**src/rtl/clk_div_pkg.sv**
```systemverilog
// Shared constants for the output clock divider
package clk_div_pkg;
  localparam int         CNT_W            = 4;
  localparam int         CFG_W            = 8;
  localparam logic [7:0] FIRST_DIV_OFFSET = 8'h4a;
  localparam logic [7:0] LAST_DIV_OFFSET  = 8'h52;
  localparam int         OFF_SPAN_MSB     = 7;
  localparam int         OFF_SPAN_LSB     = 4;
  localparam int         ON_SPAN_MSB      = 3;
  localparam int         ON_SPAN_LSB      = 0;
  localparam logic [7:0] CFG_RESET        = 8'h00;
  localparam logic [3:0] CNT_ZERO         = 4'h0;
  localparam logic [3:0] CNT_ONE          = 4'h1;
endpackage : clk_div_pkg

```
**src/rtl/span_counter.sv**
```systemverilog
// Down counter that flags the last cycle of a programmed span
`timescale 1ns/1ps
`default_nettype none
module span_counter
  import clk_div_pkg::*;
#(
  parameter int W = CNT_W
) (
  input  wire logic         clk_sys,
  input  wire logic         rstn,
  input  wire logic         load,
  input  wire logic [W-1:0] load_val,
  output logic              last
);
  logic [W-1:0] cnt_r;
  logic [W-1:0] cnt_nxt;

  // Reload on request, else count toward zero
  always_comb begin
    if (load) begin
      cnt_nxt = load_val;
    end else if (cnt_r != W'(0)) begin
      cnt_nxt = cnt_r - W'(1);
    end else begin
      cnt_nxt = cnt_r;
    end
  end

  // Register the count
  always_ff @(posedge clk_sys) begin
    if (!rstn) begin
      cnt_r <= W'(0);
    end else begin
      cnt_r <= cnt_nxt;
    end
  end

  assign last = (cnt_r == W'(0));
endmodule : span_counter
`default_nettype wire

```
**src/rtl/output_clock_divider_duty.sv**
```systemverilog
// Programmable integer divider with high and low spans
`timescale 1ns/1ps
`default_nettype none
// Overview of operation
// Ratio equals (on+1) plus (off+1)
// Each span count is 4 bits, 0..15
// Divide by one only through bypass; bypass here only idles the divider and holds div_out low
// Duty equals (on+1) over total
// Off span bits 7:4, on span 3:0
// Same total, different split changes duty
// Both zero gives divide by two, 50%
// Divide by four offers 25/50/75%
// Counter alternates high then low spans
module output_clock_divider_duty
  import clk_div_pkg::*;
(
  input  wire logic             clk_sys,
  input  wire logic             rstn,
  input  wire logic             cfg_we,
  input  wire logic [CFG_W-1:0] cfg_wdata,
  input  wire logic             bypass,
  input  wire logic             sync_hold,
  input  wire logic             start_high,
  output logic      [CFG_W-1:0] cfg_rdata,
  output logic                  div_out,
  output logic                  div_active
);
  typedef enum logic [1:0] {
    ST_IDLE = 2'b00,
    ST_HIGH = 2'b01,
    ST_LOW  = 2'b11
  } phase_t;

  logic [CFG_W-1:0] cfg_r;
  logic [CFG_W-1:0] cfg_nxt;
  phase_t           st_r;
  phase_t           st_nxt;
  logic             out_r;
  logic             out_nxt;
  logic             act_r;
  logic             act_nxt;
  logic             load;
  logic [CNT_W-1:0] load_val;
  logic             span_last;
  logic [CNT_W-1:0] on_span_field;
  logic [CNT_W-1:0] off_span_field;

  // Field split of the configuration byte
  assign on_span_field  = cfg_r[ON_SPAN_MSB:ON_SPAN_LSB];
  assign off_span_field = cfg_r[OFF_SPAN_MSB:OFF_SPAN_LSB];

  // Configuration register write
  always_comb begin
    cfg_nxt = cfg_we ? cfg_wdata : cfg_r;
  end

  always_ff @(posedge clk_sys) begin
    if (!rstn) begin
      cfg_r <= CFG_RESET;
    end else begin
      cfg_r <= cfg_nxt;
    end
  end

  // Phase sequencer: high span then low span, repeating until bypass or sync_hold forces idle
  always_comb begin
    st_nxt   = st_r;
    load     = 1'b0;
    load_val = on_span_field;
    case (st_r)
      ST_IDLE: begin
        if (!bypass && !sync_hold) begin
          st_nxt = ST_HIGH;
          load   = 1'b1;
        end
      end
      ST_HIGH: begin
        if (span_last) begin
          st_nxt   = ST_LOW;
          load     = 1'b1;
          load_val = off_span_field;
        end
      end
      ST_LOW: begin
        if (span_last) begin
          st_nxt   = ST_HIGH;
          load     = 1'b1;
          load_val = on_span_field;
        end
      end
      default: begin
        st_nxt = ST_IDLE;
      end
    endcase
    if (bypass || sync_hold) begin
      st_nxt = ST_IDLE;
      load   = 1'b0;
    end
  end

  // Output level and activity
  always_comb begin
    if (bypass || sync_hold) begin
      out_nxt = (sync_hold && !bypass) ? start_high : 1'b0;
      act_nxt = 1'b0;
    end else begin
      out_nxt = (st_nxt == ST_HIGH);
      act_nxt = (st_nxt != ST_IDLE);
    end
  end

  always_ff @(posedge clk_sys) begin
    if (!rstn) begin
      st_r      <= ST_IDLE;
      out_r     <= 1'b0;
      act_r     <= 1'b0;
      cfg_rdata <= CFG_RESET;
    end else begin
      st_r      <= st_nxt;
      out_r     <= out_nxt;
      act_r     <= act_nxt;
      cfg_rdata <= cfg_nxt;
    end
  end

  assign div_out    = out_r;
  assign div_active = act_r;

  span_counter #(.W(CNT_W)) u_span (
    .clk_sys  (clk_sys),
    .rstn     (rstn),
    .load     (load),
    .load_val (load_val),
    .last     (span_last)
  );

  // Helper: length of the present active run of the output level
  // Quiet count guards against spans loaded from an older byte
  localparam logic [5:0] QUIET_MAX  = 6'h3f;
  localparam logic [5:0] QUIET_FULL = 6'h21;
  logic [5:0] run_r;
  logic [5:0] quiet_r;
  logic [5:0] hi_len_r;
  logic       out_d_r;
  logic       act_d_r;
  always_ff @(posedge clk_sys) begin
    if (!rstn) begin
      run_r    <= 6'h00;
      quiet_r  <= 6'h00;
      hi_len_r <= 6'h00;
      out_d_r  <= 1'b0;
      act_d_r  <= 1'b0;
    end else begin
      out_d_r  <= div_out;
      act_d_r  <= div_active;
      run_r    <= (div_out != out_d_r || !act_d_r) ? 6'h01 : run_r + 6'h01;
      quiet_r  <= cfg_we ? 6'h00 : ((quiet_r == QUIET_MAX) ? quiet_r : quiet_r + 6'h01);
      hi_len_r <= (out_d_r && !div_out) ? run_r : hi_len_r;
    end
  end

  // Span checks only once the running spans came from the present byte

  property p_high_len;
    @(posedge clk_sys) disable iff (!rstn)
      (act_d_r && div_active && $past(div_active) && out_d_r && !div_out && $past(act_d_r)
       && $stable(cfg_r)
       && quiet_r > run_r) |-> (run_r == 6'(on_span_field) + 6'h01);
  endproperty
  a_high_len: assert property (p_high_len) else $error("high span length wrong");

  property p_low_len;
    @(posedge clk_sys) disable iff (!rstn)
      (act_d_r && div_active && $past(div_active) && !out_d_r && div_out && $past(act_d_r)
       && $stable(cfg_r)
       && quiet_r > run_r) |-> (run_r == 6'(off_span_field) + 6'h01);
  endproperty
  a_low_len: assert property (p_low_len) else $error("low span length wrong");

  // Whole period equals the sum of both spans, whatever the split
  property p_period;
    @(posedge clk_sys) disable iff (!rstn)
      (act_d_r && div_active && $past(div_active) && !out_d_r && div_out && $past(act_d_r)
       && quiet_r > hi_len_r + run_r)
        |-> (hi_len_r + run_r == 6'(on_span_field) + 6'(off_span_field) + 6'h02);
  endproperty
  a_period: assert property (p_period) else $error("division ratio wrong");

  property p_bypass_idle;
    @(posedge clk_sys) disable iff (!rstn)
      bypass |=> (!div_active && !div_out);
  endproperty
  a_bypass_idle: assert property (p_bypass_idle) else $error("bypassed divider ran");

  property p_div2;
    @(posedge clk_sys) disable iff (!rstn)
      (cfg_r == CFG_RESET && div_active && div_out && !cfg_we && !bypass && !sync_hold
       && quiet_r >= QUIET_FULL)
        ##1 (!cfg_we && !bypass && !sync_hold) |-> !div_out;
  endproperty
  a_div2: assert property (p_div2) else $error("divide by two broken");

  property p_start_high;
    @(posedge clk_sys) disable iff (!rstn)
      (st_r == ST_IDLE && !bypass && !sync_hold) |=> (div_out && st_r == ST_HIGH);
  endproperty
  a_start_high: assert property (p_start_high) else $error("run must open high");

  property p_readback;
    @(posedge clk_sys) disable iff (!rstn)
      cfg_we |=> (cfg_rdata == $past(cfg_wdata));
  endproperty
  a_readback: assert property (p_readback) else $error("config readback wrong");

  property p_div4_high;
    @(posedge clk_sys) disable iff (!rstn)
      (cfg_r == 8'h11 && st_r == ST_LOW && st_nxt == ST_HIGH && !cfg_we
       && !bypass && !sync_hold) ##1 (!cfg_we && !bypass && !sync_hold) |=> div_out;
  endproperty
  a_div4_high: assert property (p_div4_high) else $error("divide by four duty wrong");

  property p_hold_level;
    @(posedge clk_sys) disable iff (!rstn)
      (sync_hold && !bypass) |=> (div_out == $past(start_high));
  endproperty
  a_hold_level: assert property (p_hold_level) else $error("hold level wrong");
endmodule : output_clock_divider_duty
`default_nettype wire

```
**config.mk**
```make
export PLATFORM = sky130hd
export DESIGN_NAME = output_clock_divider_duty
export DESIGN_NICKNAME = d
export VERILOG_FILES = /design/src/rtl/clk_div_pkg.sv /design/src/rtl/span_counter.sv /design/src/rtl/output_clock_divider_duty.sv
export SDC_FILE = /design/constraint.sdc
export NUM_CORES = 1
export LEC_CHECK = 0
export BUFFER_PORTS_ARGS = -buffer_cell sky130_fd_sc_hd__buf_4
export CORE_AREA = 8 8 49 55
export CTS_BUF_LIST = sky130_fd_sc_hd__clkbuf_8
export CTS_CLUSTER_DIAMETER = 200
export DETAILED_ROUTE_END_ITERATION = 7
export DIE_AREA = 0 0 57 63
export PLACE_DENSITY = 0.73
export SETUP_SLACK_MARGIN = 0.1
export SYNTH_ARGS = -nofsm -noshare
export SYNTH_HDL_FRONTEND = slang
export SYNTH_SLANG_ARGS = --single-unit
```
**constraint.sdc**
```tcl
create_clock -name clk_sys -period 1.66 [get_ports clk_sys]
set_clock_uncertainty 0.2 [all_clocks]
set_input_delay 0.498 -clock clk_sys [delete_from_list [all_inputs] [get_ports clk_sys]]
set_output_delay 0.498 -clock clk_sys [all_outputs]
set_load 0.1 [all_outputs]
```
==> out/qor.yml <==
floorplan:
  core_um2: 1870
  start_util: 0.424
  die_area_um2: 3590
  die_w_um: 57
  io_pins: 24
  die-height_um: 63
  rows: 17
routing:
  wl_per_cell_um: 16.1
  viasPerCell: 5.26
  vias: 737
  ant_nets: 0
  drt-total-wl_um: 2250
  drt_pass1_iterations: 4
  drt_iter0_drc: 20
  drc: 0
power:
  power.switching_mw: 0.577
  p_leak_nw: 0.581
  clockPowerShare: 0.213
  power_density_nw_per_um2: 1310
  combPwrFrac: 0.488
  p_seq_frac: 0.299
  ir_drop_uv: 934
  internal-power_mw: 1.06
  switching_share: 0.353
sta:
  timing.final.ws_setup_ps: -17.0
  slew_headroom: 0.724
  whs_ps: 258
  fmax_mhz: 596
  tightest_slew_ps: 412
  setup_viol: 1
  finalCritPeriodShare: 1.01
  rsz0062_at_grt: "yes"
  finalHoldViolCount: 0
  final_max_slew_viol_count: 0
  finalSetupTns_ps: -17.0
  final.min_clock_period_ps: 1680
yosys:
  synth_area_um2: 795
  yosys_warnings: 0
  postSynthCellCount: 85
  synth_top_cell_by_area: "dfxtp_1"
  synth-edff-count: 0
  synth.yosys.seq_area_share: 0.403
  synth_ff_type: "dfxtp_1"
  synth_fp_nets: 100
  synth.area.top_cells: "dfxtp_1 (40%), mux2i_1 (11%), nor2_1 (4.3%)"
  synth.top_cell.area_share: 0.403
  avgSynthCellArea_um2: 9.35
  synth-async-reset-ratio: 0
  ys_ff_latch: 16
  synth_cell_types: 33
worst_setup_path:
  r2r-start: "u_span.cnt_r[1]$_SDFFE_PN0P_"
  setup.worst_path.start: "u_span.cnt_r[1]$_SDFFE_PN0P_"
  crit_fanout: 3
  critPathTopFamily: "flip-flops"
  critical-path-max-stage-delay_ps: 330
  worstSetupEndpointType: "register"
  r2r_slack_ps: -20
  cp-start-kind: "register"
  worstSetupPathType: "reg -> reg"
  critPathBufInv: 1
  timing.rr.end: "u_span.cnt_r[0]$_SDFFE_PN0P_"
  cp.depth: 6
  cp_cell_sequence: "inv_2, ha_4, nand4bb_4, nor2_4, mux2_4, a211o_1"
  cp.required_ps: 1590
  crit_end: "u_span.cnt_r[0]$_SDFFE_PN0P_"
  slowest_stage: "dfxtp_2"
  r2r_cells: 6
  worst_ep_arrival_time_ps: 1610
cts:
  clk_path_buf_depth: 2
  insertion_delay_ps: 250
  cts_tree: "done"
  tritoncts_num_sinks: 16
  clock-root-buffer: "clkbuf_8"
  htree_levels: 1
  clk_pin_slew_ps: 70
  cts_buffers: 3
placed_design:
  place_ws_ps: -71.8
  place_inst: 135
  io_buffers: 23
  gp_congestion: 0.829
  dpl-instance-area_um2: 1100
  place_hpwl_um: 1640
global_routing:
  grt_max_degree: 10
  grt_pass1_wl_um: 3530
  antenna_found_initial: 0
  grt_pass1_vias: 837
  grt.total_usage: 0.118
  grt-ovfl-total: 0
final_layout:
  stdcell_area_um2: 1240
  final_cells: 140
  final_common_cell: "buf_4"
  syn_to_final_growth_pct: 56.7
  layout-drive-gt1-share: 0.562
  most-common-layout-cells: "buf_4 (27), dfxtp_2 (13), nor2_1 (9), mux2i_1 (9), buf_6 (7)"
  fin_nets: 137
  antenna_cells: 0
run_status:
  violations: "negative setup slack"
  status: "finished, violations left"
flow_run:
  maxCapViolations: 0
worst_hold_path:
  hold_path_depth: 2
  hp-class: "in -> reg"
repair_timing:
| action | 4_1_cts | 5_1_grt |
|---|---|---|
| pin swaps | 7 | 3 |
| setup endpoints to repair | 12 | 7 |
| resized for setup | 11 | 11 |
| buffers inserted | 0 | 1 |
| hold buffers | 0 | 0 |
worst min-delay path by stage:
| stage | start | endpoint | slack [ps] |
|---|---|---|---|
| final | bypass | div_out$_SDFF_PN0_ | 260 |
| after detailed placement | cfg_rdata[6]$_SDFFE_PN0P_ | cfg_rdata[6]$_SDFFE_PN0P_ | 290 |
| after floorplan | u_span.cnt_r[0]$_SDFFE_PN0P_ | u_span.cnt_r[0]$_SDFFE_PN0P_ | 370 |
| after global placement | cfg_rdata[5]$_SDFFE_PN0P_ | cfg_rdata[5]$_SDFFE_PN0P_ | 280 |
| after global routing | bypass | div_out$_SDFF_PN0_ | 260 |
| after CTS | bypass | div_out$_SDFF_PN0_ | 260 |
power groups by stage:
stage          sequential [mW]  clock, mW  combinational (mW)
2_1_floorplan            0.603          0               0.348
3_3_place_gp             0.487          0               0.663
3_5_place_dp             0.488          0               0.690
5_1_grt                  0.494      0.359               0.849
4_1_cts                  0.484      0.348               0.713
6_report                 0.489      0.348               0.798
cells in the mapped netlist, types with 2 or more instances:
library cell,count
xor2_1,2
inv_1,4
nand2b_1,3
dfxtp_1,16
o21ai_1,3
a21oi_1,4
nor2_1,9
nand2_1,4
a22oi_1,2
nand3_1,2
nor2_2,2
mux2i_1,9
buf_2,3
o22ai_1,2
a21o_1,2
per-stage QoR:
stage           util  power (mW)
2_1_floorplan      -       0.951
3_3_place_gp   0.586        1.15
3_5_place_dp   0.586        1.18
4_1_cts        0.636        1.55
5_1_grt        0.665        1.70
6_report       0.665        1.64
per-layer routing:
layer	up-vias	track usage	share of wire
li1	368	-	-
met1	352	0.121	0.41
met2	15	0.212	0.54
met3	2	0.0386	0.042
met4	0	0.0471	0.0036
met5	-	0	0
state kept, by name, summed over array words and instances, names as in the netlist:
name and count:
div_out 1, div_active 1, u_span.cnt_r 4, cfg_rdata 8
st_r 2
worst register-to-register path, stage by stage (launching register included):
cell	delay, ps
dfxtp_2	330
inv_2	70
ha_4	150
nand4bb_4	130
nor2_4	120
mux2_4	300
a211o_1	260
logic make-up after synthesis:
family / count (synthesis) / share of synthesized area
xor+xnor: 3 / 0.0331
buf+inv: 9 / 0.0567
mux: 10 / 0.132
fa+ha+maj: 1 / 0.0157
compound gates: 18 / 0.153
simple gates: 28 / 0.206
flops: 16 / 0.403
final cells by class:
| type | instances | area (um2) |
|---|---|---|
| clock buffer | 4 | 55.1 |
| fill | 152 | 627 |
| inverter | 5 | 18.8 |
| multi-input combinational | 60 | 494 |
| sequential | 16 | 337 |
| tap | 19 | 23.8 |
| timing repair buffer | 36 | 317 |
(Power assumes the default switching activity.)
